### src/shared/csj_pkg.sv
package csj_pkg;
	localparam int XLEN = 32;
	localparam int ILEN = 16;
	localparam int PC_STEP = 2;
	localparam int SKIP_STEP = 4;
	localparam int SKIP_PFX_STEP = 6;
	localparam int RF_DEPTH = 32;
	localparam int RIDX_W = 5;
	// Register indices
	localparam logic [4:0] LINK_REG_IDX = 5'h0F;
	localparam logic [4:0] STACK_PTR_IDX = 5'h0E;
	localparam logic [4:0] BASE_REG_OFS = 5'h10;
	// Opcode patterns (top bits)
	localparam logic [5:0] OP_EXEC_IF_BIT_SET = 6'h14;
	localparam logic [5:0] OP_LOAD_INDIRECT = 6'h16;
	localparam logic [2:0] OP_LOAD_STACK = 3'h7;
	localparam logic [3:0] OP_LOAD_BASE = 4'hB;
	localparam logic [10:0] OP_EXEC_IF_NZ = 11'h3F6;
	localparam logic [10:0] OP_EXEC_IF_Z = 11'h3FA;
	localparam logic [10:0] OP_JUMP = 11'h3FE;
	localparam logic [11:0] OP_SKIP_COND = 12'h7EE;
	localparam logic [15:0] OP_LINK_RETURN = 16'h7FCF;
	localparam logic [4:0] OP_PREFIX = 5'h13;
	localparam logic [4:0] OP_PREFIX_UNC = 5'h12;
endpackage

### src/core/csj_regfile.sv
`timescale 1ns/1ps
module csj_regfile
	import csj_pkg::*;
(
	input wire logic clk_in,
	input wire logic ce_in,
	input wire logic [4:0] raddr_in,
	output logic [31:0] rdata_out,
	input wire logic we_in,
	input wire logic [4:0] waddr_in,
	input wire logic [31:0] wdata_in
);
	// Start cleared so a read before any load is a defined zero
	logic [31:0] mem_q [RF_DEPTH] = '{default: 32'h0000_0000};
	// Registered read; callers wait one cycle per operand
	always_ff @(posedge clk_in) begin
		if (ce_in) begin
			rdata_out <= mem_q[raddr_in];
			if (we_in) begin
				mem_q[waddr_in] <= wdata_in;
			end
		end
	end
endmodule

### src/core/csj_core.sv
`timescale 1ns/1ps
// How it works
// - Bit-test: skip next when selected register-A bit is 0.
// - Skip adds 4 to PC, or 6 if next is a prefix.
// - Nonzero test skips next when register A equals zero.
// - Zero test skips next when register A is nonzero.
// - Condition execute: run next if flag condition true, else skip.
// - Selectors 0..7: nc, c, nz, z, pl, mi, lt, ge.
// - Selectors 8..d: gt, le, nv, v, hi, ls.
// - No instruction in this group touches the N V Z C flags.
// - Computed jump: PC gets register A shifted left one.
// - One delay-slot instruction runs after a jump, before target.
// - Link return jumps to link register shifted left one.
// - Indirect load reads word at register B bits 31..2.
// - Prefixed indirect load adds sign-extended prefix times four.
// - Cached loads may be served by the data cache.
// - Uncached prefix: same address, but the load bypasses cache.
// - Base-relative load: aligned base plus 5-bit immediate times four.
// - Base field picks one of four registers, index minus 16.
// - Prefixed base load: sign-extended prefix:imm times four.
// - Stack load: aligned stack pointer plus 8-bit immediate times four.
// - Software keeps delay-slot instruction restrictions.
module csj_core
	import csj_pkg::*;
(
	input wire logic clk_in,
	input wire logic srst_in,
	input wire logic ce_in,
	output logic [31:0] imem_addr_out,
	output logic imem_req_out,
	input wire logic imem_valid_in,
	input wire logic [15:0] imem_data_in,
	output logic [31:0] dmem_addr_out,
	output logic dmem_req_out,
	output logic dmem_uncached_out,
	input wire logic dmem_valid_in,
	input wire logic [31:0] dmem_data_in,
	input wire logic [3:0] flags_in,
	output logic [3:0] flags_out,
	output logic [31:0] pc_out,
	output logic [10:0] prefix_k_out,
	output logic illegal_out
);
	typedef enum logic [2:0] {
		CSJ_FETCH, CSJ_DECODE, CSJ_RD_A, CSJ_RD_B, CSJ_PEEK, CSJ_LOAD,
		CSJ_WB
	} csj_state_t;

	////////////////////////////////////////////////////////////////////////
	function automatic logic cond_true(input logic [3:0] sel,
		input logic [3:0] f);
		logic n;
		logic v;
		logic z;
		logic c;
		logic lt;
		n = f[3];
		v = f[2];
		z = f[1];
		c = f[0];
		lt = n ^ v;
		case (sel)
			4'h0: cond_true = !c;
			4'h1: cond_true = c;
			4'h2: cond_true = !z;
			4'h3: cond_true = z;
			4'h4: cond_true = !n;
			4'h5: cond_true = n;
			4'h6: cond_true = lt;
			4'h7: cond_true = !lt;
			4'h8: cond_true = !(z | lt);
			4'h9: cond_true = z | lt;
			4'hA: cond_true = !v;
			4'hB: cond_true = v;
			4'hC: cond_true = !(c | z);
			4'hD: cond_true = c | z;
			default: cond_true = 1'b0;
		endcase
	endfunction

	function automatic logic is_prefix(input logic [15:0] ins);
		is_prefix = (ins[15:11] == OP_PREFIX) ||
			(ins[15:11] == OP_PREFIX_UNC);
	endfunction

	function automatic logic [31:0] word_addr(input logic [31:0] base,
		input logic [31:0] ofs_words);
		word_addr = {base[31:2], 2'b00} + {ofs_words[29:0], 2'b00};
	endfunction

	////////////////////////////////////////////////////////////////////////
	csj_state_t state_q;
	csj_state_t state_d;
	logic [31:0] pc_q;
	logic [15:0] ir_q;
	logic [10:0] k_q;
	logic pfx_q;
	logic pfx_unc_q;
	logic [31:0] jtgt_q;
	logic slot_q;
	logic [31:0] ra_q;
	logic [31:0] rdat;
	logic [4:0] rf_raddr;
	logic rf_we;
	logic [31:0] imem_addr_q;
	logic imem_req_q;
	logic [31:0] dmem_addr_q;
	logic dmem_req_q;
	logic dmem_unc_q;
	logic illegal_q;

	// Instruction fields
	wire logic [4:0] fld_a = ir_q[4:0];
	wire logic [4:0] fld_b = ir_q[9:5];
	wire logic [4:0] short_immediate = ir_q[9:5];
	wire logic [3:0] condition_select_field = ir_q[3:0];
	wire logic [7:0] stack_offset_field = ir_q[12:5];
	wire logic [1:0] fld_p = ir_q[11:10];

	wire logic dec_bit = ir_q[15:10] == OP_EXEC_IF_BIT_SET;
	wire logic dec_nz = ir_q[15:5] == OP_EXEC_IF_NZ;
	wire logic dec_z = ir_q[15:5] == OP_EXEC_IF_Z;
	wire logic dec_cc = ir_q[15:4] == OP_SKIP_COND;
	wire logic dec_ret = ir_q == OP_LINK_RETURN;
	wire logic dec_jmp = (ir_q[15:5] == OP_JUMP) && !dec_ret;
	wire logic dec_ld = ir_q[15:10] == OP_LOAD_INDIRECT;
	wire logic dec_ldp = ir_q[15:12] == OP_LOAD_BASE;
	wire logic dec_lds = ir_q[15:13] == OP_LOAD_STACK;
	wire logic dec_pfx = is_prefix(ir_q);
	wire logic dec_load = dec_ld | dec_ldp | dec_lds;
	wire logic dec_skipgrp = dec_bit | dec_nz | dec_z | dec_cc;

	// Skip decisions, on register A value once read or on live flags
	wire logic skip_bit = !ra_q[short_immediate];
	wire logic skip_nz = ra_q == 32'h0000_0000;
	wire logic skip_z = ra_q != 32'h0000_0000;
	wire logic skip_cc = !cond_true(condition_select_field, flags_in);
	wire logic skip_now = (dec_bit & skip_bit) | (dec_nz & skip_nz) |
		(dec_z & skip_z);

	// Operand A register index for the read phase
	wire logic [4:0] idx_a = dec_ret ? LINK_REG_IDX :
		(dec_lds ? STACK_PTR_IDX :
		(dec_ldp ? (BASE_REG_OFS + {3'b000, fld_p}) :
		(dec_ld ? fld_b : fld_a)));

	// Load offsets in words
	wire logic [31:0] ofs_ld = pfx_q ? {{21{k_q[10]}}, k_q} : 32'h0;
	wire logic [15:0] k_imm = {k_q, short_immediate};
	wire logic [31:0] ofs_ldp = pfx_q ? {{16{k_imm[15]}}, k_imm} :
		{27'h0, short_immediate};
	wire logic [31:0] ofs_lds = {24'h0, stack_offset_field};
	wire logic [31:0] ofs_sel = dec_ld ? ofs_ld :
		(dec_ldp ? ofs_ldp : ofs_lds);

	wire logic [31:0] pc_seq = pc_q + 32'(PC_STEP);
	// Slot done: next fetch goes to the stored target
	// Slot content is trusted: restricted kinds are not trapped here
	wire logic [31:0] pc_next = slot_q ? jtgt_q : pc_seq;

	assign rf_raddr = idx_a;
	assign rf_we = ce_in && (state_q == CSJ_LOAD) && dmem_valid_in;

	csj_regfile u_rf (
		.clk_in(clk_in),
		.ce_in(ce_in),
		.raddr_in(rf_raddr),
		.rdata_out(rdat),
		.we_in(rf_we),
		.waddr_in(fld_a),
		.wdata_in(dmem_data_in)
	);

	////////////////////////////////////////////////////////////////////////
	always_comb begin
		state_d = state_q;
		case (state_q)
			CSJ_FETCH: if (imem_valid_in) state_d = CSJ_DECODE;
			CSJ_DECODE: state_d = CSJ_RD_A;
			CSJ_RD_A: state_d = CSJ_RD_B;
			CSJ_RD_B: begin
				if (dec_load) state_d = CSJ_LOAD;
				else if (dec_skipgrp) state_d = CSJ_PEEK;
				else state_d = CSJ_FETCH;
			end
			CSJ_PEEK: if (imem_valid_in) state_d = CSJ_FETCH;
			CSJ_LOAD: if (dmem_valid_in) state_d = CSJ_FETCH;
			default: state_d = CSJ_FETCH;
		endcase
	end

	always_ff @(posedge clk_in) begin
		if (srst_in) begin
			state_q <= CSJ_FETCH;
		end else if (ce_in) begin
			state_q <= state_d;
		end
	end

	// Fetch, decode and execute; flags pass through untouched
	always_ff @(posedge clk_in) begin
		if (srst_in) begin
			pc_q <= 32'h0000_0000;
			ir_q <= 16'h0000;
			k_q <= 11'h000;
			pfx_q <= 1'b0;
			pfx_unc_q <= 1'b0;
			jtgt_q <= 32'h0000_0000;
			slot_q <= 1'b0;
			ra_q <= 32'h0000_0000;
			imem_addr_q <= 32'h0000_0000;
			imem_req_q <= 1'b1;
			dmem_addr_q <= 32'h0000_0000;
			dmem_req_q <= 1'b0;
			dmem_unc_q <= 1'b0;
			illegal_q <= 1'b0;
		end else if (ce_in) begin
			case (state_q)
				CSJ_FETCH: begin
					if (imem_valid_in) begin
						ir_q <= imem_data_in;
						imem_req_q <= 1'b0;
					end
				end
				CSJ_DECODE: begin
					illegal_q <= !(dec_skipgrp | dec_jmp | dec_ret |
						dec_load | dec_pfx);
				end
				CSJ_RD_B: begin
					ra_q <= rdat;
					if (dec_pfx) begin
						k_q <= ir_q[10:0];
						pfx_q <= 1'b1;
						pfx_unc_q <= ir_q[15:11] == OP_PREFIX_UNC;
					end
					if (dec_load) begin
						dmem_addr_q <= word_addr(rdat, ofs_sel);
						dmem_req_q <= 1'b1;
						// Only the uncached prefix steers around the cache
						dmem_unc_q <= pfx_q & pfx_unc_q;
					end else if (dec_skipgrp) begin
						imem_addr_q <= pc_q + 32'(PC_STEP);
						imem_req_q <= 1'b1;
					end else begin
						if (dec_jmp | dec_ret) begin
							jtgt_q <= {rdat[30:0], 1'b0};
							slot_q <= 1'b1;
						end else begin
							slot_q <= 1'b0;
						end
						pc_q <= pc_next;
						imem_addr_q <= pc_next;
						imem_req_q <= 1'b1;
						if (!dec_pfx) pfx_q <= 1'b0;
					end
				end
				CSJ_PEEK: begin
					if (imem_valid_in) begin
						// Test uses operand held in ra_q, flags live
						if (skip_now | (dec_cc & skip_cc)) begin
							pc_q <= pc_q + (is_prefix(imem_data_in) ?
								32'(SKIP_PFX_STEP) : 32'(SKIP_STEP));
							imem_addr_q <= pc_q + (is_prefix(imem_data_in) ?
								32'(SKIP_PFX_STEP) : 32'(SKIP_STEP));
							slot_q <= 1'b0;
						end else begin
							pc_q <= pc_next;
							imem_addr_q <= pc_next;
							slot_q <= 1'b0;
						end
						pfx_q <= 1'b0;
						imem_req_q <= 1'b1;
					end
				end
				CSJ_LOAD: begin
					if (dmem_valid_in) begin
						dmem_req_q <= 1'b0;
						pfx_q <= 1'b0;
						pc_q <= pc_next;
						imem_addr_q <= pc_next;
						imem_req_q <= 1'b1;
						slot_q <= 1'b0;
					end
				end
				default: begin
				end
			endcase
		end
	end

	// Flags are reflected, never modified by this group
	logic [3:0] flags_q;
	always_ff @(posedge clk_in) begin
		if (srst_in) begin
			flags_q <= 4'h0;
		end else if (ce_in) begin
			flags_q <= flags_in;
		end
	end

	assign flags_out = flags_q;
	assign pc_out = pc_q;
	assign prefix_k_out = k_q;
	assign illegal_out = illegal_q;
	assign imem_addr_out = imem_addr_q;
	assign imem_req_out = imem_req_q;
	assign dmem_addr_out = dmem_addr_q;
	assign dmem_req_out = dmem_req_q;
	assign dmem_uncached_out = dmem_unc_q;
endmodule

### config.mk
export PLATFORM = sky130hd
export DESIGN_NAME = csj_core
export DESIGN_NICKNAME = d
export VERILOG_FILES = /design/src/shared/csj_pkg.sv /design/src/core/csj_regfile.sv /design/src/core/csj_core.sv
export SDC_FILE = /design/constraint.sdc
export NUM_CORES = 2
export LEC_CHECK = 0
export BUFFER_PORTS_ARGS = -buffer_cell sky130_fd_sc_hd__clkbuf_2
export CAP_MARGIN = 20
export CORE_UTILIZATION = 40
export CTS_BUF_LIST = sky130_fd_sc_hd__clkbuf_16
export DETAILED_ROUTE_END_ITERATION = 8
export PLACE_DENSITY = 0.55
export SYNTH_ARGS = -nofsm -noshare
export SYNTH_HDL_FRONTEND = slang
export SYNTH_SLANG_ARGS = --single-unit
### constraint.sdc
create_clock -name clk_in -period 4.5 [get_ports clk_in]
set_clock_uncertainty 0.05 [all_clocks]
set_input_delay 0.675 -clock clk_in [delete_from_list [all_inputs] [get_ports clk_in]]
set_output_delay 0.675 -clock clk_in [all_outputs]
set_load 0.1 [all_outputs]
Word-level counts from Yosys, hierarchy flattened
Memory sizes are Yosys's and may differ from the RTL's. A register that Yosys moved wholly into a read port is not among the register bits.
Cells that the tools add are included.
{"block": "word_totals", "ram_bits": 1024, "wordCells": 165, "rom_bits": 0, "out_inout_bits": 115, "memories": 1, "latch_bits": 0, "input_bits": 57, "register_bits": 200}
{"block": "classes", "addsub": 4, "n_reduce_logical": 35, "eq_ne": 37, "bitwise_logic": 23, "muxes": 48, "magnitude_cmp": 1, "div_mod_pow": 0, "shift": 0, "mul": 0}
{"memory": "u_rf.mem_q", "words": 32, "width": 32, "read_ports": 1, "rd_clocked_by_memory_dff": 1, "wr": 1, "line_no": "csj_regfile.sv:14", "rtl": "logic [31:0] mem_q [RF_DEPTH] = '{default: 32'h0000_0000};"}
{"operator": "two-way mux 32 bit", "count": 8}
{"operator": "one-hot mux 32 bit (3 select lines)", "count": 2}
{"operator": "two-way mux 30 bit", "count": 4}
{"operator": "equality test 11 x 10 -> 1 bit, second input constant", "count": 3}
{"operator": "adder 32 x 2 -> 32 bit, second input constant", "count": 1}
{"operator": "adder 32 x 3 -> 32 bit", "count": 1}
{"operator": "adder 32 bit", "count": 1}
{"operator": "logical NOT 32 bit", "count": 1}
{"operator": "nonzero test 32 bit", "count": 1}
{"operator": "equality test 4 bit, second input constant", "count": 7}
{"operator": "equality test 5 bit, second input constant", "count": 4}
{"operator": "two-way mux 5 bit", "count": 4}
{"operator": "one-hot mux 3 bit (6 select lines)", "count": 1}
{"operator": "two-way mux 1 bit", "count": 17}
{"operator": "equality test 16 x 15 -> 1 bit, second input constant", "count": 1}
{"operator": "equality test 4 x 3 -> 1 bit, second input constant", "count": 4}
{"operator": "two-way mux 3 bit", "count": 5}
{"operator": "OR 1 bit", "count": 15}
{"operator": "one-hot mux 1 bit (14 select lines)", "count": 1}
{"operator": "equality test 12 x 11 -> 1 bit, second input constant", "count": 1}
{"operator": "equality test 6 x 5 -> 1 bit, second input constant", "count": 2}
{"operator": "inequality test 2 bit, second input constant", "count": 6}
{"operator": "AND reduction 4 bit", "count": 3}
{"operator": "AND reduction 6 bit", "count": 2}
{"operator": "26 further kinds", "count": 53}

Depth between registers and ports, before layout
{"block": "depth", "depth_word": 10, "ltp_mapped": 18, "ltp_nobuf": 16}

Modules after synthesis
Synthesis repeated with hierarchy kept, for this count alone.
{"block": "unflattened", "hier_cells": 3929, "area_unflattened_um2": 53095.9}
{"module": "csj_regfile", "area_per_inst_um2": 40815.4, "seq_area_each_um2": 31710.4, "cells_each": 2262, "instances": 1}
{"module": "csj_core", "area_per_inst_um2": 12280.5, "seq_area_each_um2": 3963.8, "cells_each": 1667, "instances": 1}

Worst setup path after synthesis
No wires, ideal clock.
{"block": "synth_path", "kind": "reg2reg", "from": "register k_q[10] (netlist: prefix_k_out[10])", "to": "register dmem_addr_q[31] (netlist: dmem_addr_out[31])", "required_ns": 4.334, "stages_incl_launch_ff": 12, "setup_ns": 0.116, "path_slack_ns": 0.525, "period_less_slack_ns": 3.975, "n_path_buf": 0, "arrival_ns": 3.809, "cell_sequence": "dfxtp_1 nand2_1 a21oi_1 ha_1 a21o_1 a21o_1 a211oi_1 nand4_1 a221oi_1 o31a_1 o21ai_0 o211a_1"}
{"block": "synth_via", "elab_chain_cells": 4, "elab_cells_between_ends": 5, "classes_between": "add/sub: 1; mux: 4"}
{"element": "start: declaration", "line_no": "csj_core.sv:96", "rtl": "logic [10:0] k_q;"}
{"element": "start signal: assignment", "line_no": "csj_core.sv:232", "rtl": "k_q <= ir_q[10:0];"}
{"element": "two-way mux 30 bit", "line_no": "csj_core.sv:150", "rtl": "wire logic [31:0] ofs_ldp = pfx_q ? {{16{k_imm[15]}}, k_imm} :"}
{"element": "two-way mux 30 bit", "line_no": "csj_core.sv:154", "rtl": "(dec_ldp ? ofs_ldp : ofs_lds);"}
{"element": "two-way mux 30 bit (*)", "line_no": "csj_core.sv:153", "rtl": "wire logic [31:0] ofs_sel = dec_ld ? ofs_ld :"}
{"element": "adder 32 bit (*)", "line_no": "csj_core.sv:88", "rtl": "word_addr = {base[31:2], 2'b00} + {ofs_words[29:0], 2'b00};"}
{"element": "end signal: assignment", "line_no": "csj_core.sv:237", "rtl": "dmem_addr_q <= word_addr(rdat, ofs_sel);"}
{"element": "end: declaration", "line_no": "csj_core.sv:107", "rtl": "logic [31:0] dmem_addr_q;"}
Every way passes the cells marked *; elsewhere a longest branch is shown, timed or not.
A chain may end at the register's enable or synchronous reset.

Final worst setup path
{"block": "layout_path", "from": "register ir_q[11]", "to": "register dmem_addr_q[31] (netlist: dmem_addr_out[31])"}
{"block": "layout_via", "elab_chain_cells": 4, "elab_cells_between_ends": 7, "classes_between": "add/sub: 1; eq/ne: 1; mux: 2; bitwise: 2; reduce/logical: 1"}
{"element": "start: declaration", "line_no": "csj_core.sv:95", "rtl": "logic [15:0] ir_q;"}
{"element": "start signal: assignment", "line_no": "csj_core.sv:221", "rtl": "ir_q <= imem_data_in;"}
{"element": "parallel branches: the longest is 4 deep, another holds adder 32 bit"}
Parallel ways; which one is timed is not known.

==> summary.log <==
[outcome] run status finished clean
[job] max capacitance violation total 0
[sta] RSZ-0062 raised after global routing no
[sta] total of endpoints with negative setup slack in the final report 0
[cts] total of hold buffers inserted after clock tree synthesis 0
[drt] number of optimization iterations in the first detailed-route pass 7
[drt] post-DR wirelength/cell 26.9 µm
[floorplan] core area 0.129 mm²
[sta] Hold Fails Final Rpt 0
[drt] routed vias/inst 5.77
[placed_design] HPWL Detailed 102,000 µm
[drt] wire length on met3 11,700 µm
[synthesis] Async SR Flop Fraction 0%
[worst_setup_path] largest incremental delay on the critical path 550 ps
[cts] clock slew seen by the registers of the worst setup and hold paths 60 ps
[worst_setup_path] Top delay family on crit path compound AO/OA/AOI/OAI gates
[worst_setup_path] Worst EP required 5120 ps
[sta] final critical-path share of the clock period 90.4%
[drt] DRC violation total after the first TritonRoute iteration 3,759
[sta] fmax 246 MHz
[cts] maximum number of buffers from clock root to sink 3
[cts] setup repair bufs after CTS 0
[sta] final sum of negative setup slack 0 ps
[cells_and_area] area used by multi-input combinational logic 0.0155 mm²
[drt] Max Used Layer met4
[power] Max VDD drop 0.324 mV
[drt] Final ANT Viol Nets 0
[cells_and_area] area occupied by registers 0.0357 mm²
[floorplan] total die area 0.132 mm²
[grt] wire length of the first global-routing pass 236,000 µm
[floorplan] number of cell rows 132
[drt] wire length on met1 74,100 µm
[sta] Tmin final 4070 ps
[cts] clock sink count 1,254
[worst_setup_path] CP bufs+invs 2
[cts] number of levels in the clock H-tree 4
[min_path] type of the most critical hold path input port to flip-flop
[synthesis] post-synthesis sequential area ratio 68.5%
[cells_and_area] relative area change from synthesis to final layout 15.8%
[floorplan] # IOs 172
[synthesis] flip-flop and latch count after synthesis 1,254
[cells_and_area] number of nets at the end of the flow 4,377
[cells_and_area] fraction of final layout cells with drive strength greater than 1 14.1%
[cells_and_area] number of inserted diodes 0
[floorplan] DIE WIDTH 363 µm
[sta] max-slew violation total from the final report 0
[worst_setup_path] kind of critical path flip-flop to flip-flop
[synthesis] Synth Flop Type sky130_fd_sc_hd__edfxtp_1
[grt] initial antenna violation count 5
[worst_setup_path] Critical-path top delay cell sky130_fd_sc_hd__dfxtp_1
[synthesis] netlist area before placement 0.0521 mm²
[synthesis] mean post-synth cell area 12.8 µm²
[grt] aggregate global-route resource usage 24.7%
[cts] Resized Gates After CTS 0
[sta] Max-Slew Margin vs Limit 27.7%
[worst_setup_path] critical path capture point type flip-flop
[power] Total Power 24.7 mW
[worst_setup_path] arrival time at the worst endpoint 4680 ps
[floorplan] Starting Density 40.3%
[cts] clock buffer count from CTS 135
[drt] metal2 WL 74,800 µm
[placed_design] GP Congestion 0.896
[grt] maximum number of pins on one net before global-route repair 92
[synthesis] Synth Instances 4,076
[cts] Clk Tree Root Cell sky130_fd_sc_hd__clkbuf_16
[worst_setup_path] Setup crit start kind flip-flop
[cells_and_area] number of fill cells in the layout 11,500
[sta] slew at the pin closest to its max-slew limit 1080 ps
[worst_setup_path] cells along the critical path inv_1 > nor3_4 > buf_4 > a22oi_1 > nor2b_1 > ha_1 > a211oi_1 > nor2_1 > o311ai_0 > nand4_1 > a221oi_1 > o31a_1 > o21ai_0 > o211a_1
[grt] number of global-route vias before repair 33,100
[grt] grt ovf 0
[drt] DRC violation count after routing 0
[power] total leakage power 19.7 nW
[power] areal power density over the cells 410 mW/mm²
[floorplan] overall die height 363 µm
[cts] clock tree from TritonCTS done
[synthesis] number of flops mapped to enable cells by yosys 1,056
[worst_setup_path] Max FO, Critical Path 15
[synthesis] number of distinct library cells after synthesis 78
[synthesis] number of synthesis warnings 0
[drt] final WL 165,000 µm
[cts] clock network latency to the later pin of the worst-skew pair 780 ps
[placed_design] number of buffer cells added on primary ports 169
[drt] Vias 35,400
[cells_and_area] core occupancy in the finished layout 46.6%
## cell families (layout without fill, tap and decap cells)
family,after synthesis,after routing,share of synthesized area [%]
compound gates,793,793,10.1
other cells,1,2,0.00720
buf+inv,314,630,2.54
xor+xnor,83,83,1.40
simple gates,1314,1314,11.0
fa+ha+maj,33,33,0.807
flops,1254,1254,68.5
mux,284,284,5.72
## metal layers
metal,vias to the layer above,track usage (%)
met1,17900,35.8
met4,0,7.74
met2,1507,38.1
met3,255,3.65
met5,-,0
li1,15800,-
## registers in the layout, indices dropped and copies added (netlist names)
register	count
dmem_uncached_out	1
pc_out	32
imem_req_out	1
imem_addr_out	32
dmem_req_out	1
ra_q	32
flags_out	4
u_rf.mem_q	1024
dmem_addr_out	30
pfx_unc_q	1
state_q	3
jtgt_q	31
pfx_q	1
prefix_k_out	11
slot_q	1
ir_q	16
illegal_out	1
u_rf.rdata_out	32
## power by group
group | internal (mW) | total, mW | switching (mW) | leakage, nW
combinational | 0.403 | 1.36 | 0.958 | 6.45
sequential | 12.6 | 12.8 | 0.168 | 11.1
clock | 5.83 | 10.5 | 4.72 | 2.16
total | 18.9 | 24.7 | 5.84 | 19.7
## worst reg2reg max path, stage by stage, from the launching register on
cell and delay (ps):
sky130_fd_sc_hd__dfxtp_1 550, sky130_fd_sc_hd__inv_1 180, sky130_fd_sc_hd__nor3_4 260, sky130_fd_sc_hd__buf_4 270, sky130_fd_sc_hd__a22oi_1 120, sky130_fd_sc_hd__nor2b_1 130, sky130_fd_sc_hd__ha_1 300, sky130_fd_sc_hd__a211oi_1 250
sky130_fd_sc_hd__nor2_1 100, sky130_fd_sc_hd__o311ai_0 500, sky130_fd_sc_hd__nand4_1 230, sky130_fd_sc_hd__a221oi_1 400, sky130_fd_sc_hd__o31a_1 290, sky130_fd_sc_hd__o21ai_0 130, sky130_fd_sc_hd__o211a_1 240
## cells in the mapped netlist (all sizes together), types with 5 or more instances
master	instances	area, µm²
a211o	5	43.8
a211oi	20	168
a21boi	7	52.6
a21o	11	82.6
a21oi	208	1040
a221oi	65	569
a22oi	46	345
a31oi	92	576
a32oi	94	823
and2	6	38.8
and3	10	62.6
buf	88	473
clkbuf	188	706
dfxtp	198	3960
edfxtp	1056	31700
ha	32	400
inv	38	143
mux2	8	90.1
mux2i	266	2660
mux4	10	225
nand2	764	2870
nand2b	12	75.1
nand3	163	816
nand3b	5	37.5
nand4	56	350
nor2	178	683
nor2b	11	68.8
nor3	56	292
nor3b	6	50.1
nor4	16	113
o211ai	52	390
o21ai	139	696
o31ai	5	37.5
o32ai	15	131
or2	7	43.8
or3	10	62.6
xnor2	58	508
xor2	25	219
## layout by cell type (no fill, tap or decap), drive strengths merged, types with 11 or more instances in the layout
cell type     n
edfxtp     1056
nand2       764
clkbuf      303
mux2i       266
a21oi       208
dfxtp       198
buf         181
nor2        178
nand3       163
o21ai       139
a32oi        94
a31oi        92
inv          74
a221oi       65
clkinv       65
xnor2        58
nand4        56
nor3         56
o211ai       52
a22oi        46
ha           32
xor2         25
a211oi       20
nor4         16
o32ai        15
nand2b       12
nor2b        11
a21o         11
## worst paths after layout
check	end	startpoint	slack (ps)	cells past startpoint
setup / recovery	dmem_addr_out[31]	ir_q[11]	430	14
hold / removal	ir_q[10]	imem_data_in[10]	100	3
setup reg to reg	dmem_addr_out[31]	ir_q[11]	430	14
hold reg to reg	dmem_addr_out[17]	dmem_addr_out[17]	400	2
## layout make-up
| cell class | count | share of cell area (%) |
|---|---|---|
| clock buffer | 135 | 5.60 |
| clock inverter | 108 | 1.38 |
| inverter | 38 | 0.237 |
| multi-input combinational | 2509 | 25.7 |
| sequential | 1254 | 59.2 |
| tap | 1742 | 3.61 |
| timing repair buffer | 349 | 4.34 |
## metrics by stage
| step | cells | setup WS (ps) | hold slack (ps) | area (µm²) |
|---|---|---|---|---|
| CTS | 6135 | 492 | 50.9 | 60300 |
| finish | 6135 | 434 | 99.6 | 60300 |
| global placement | 5892 | 561 | 390 | 56100 |
| global route | 6135 | 96.5 | 88.7 | 60300 |
| detailed placement | 5892 | 513 | 395 | 56100 |
| floorplan | 4077 | 525 | 386 | 52100 |
(Power assumes the default switching activity.)
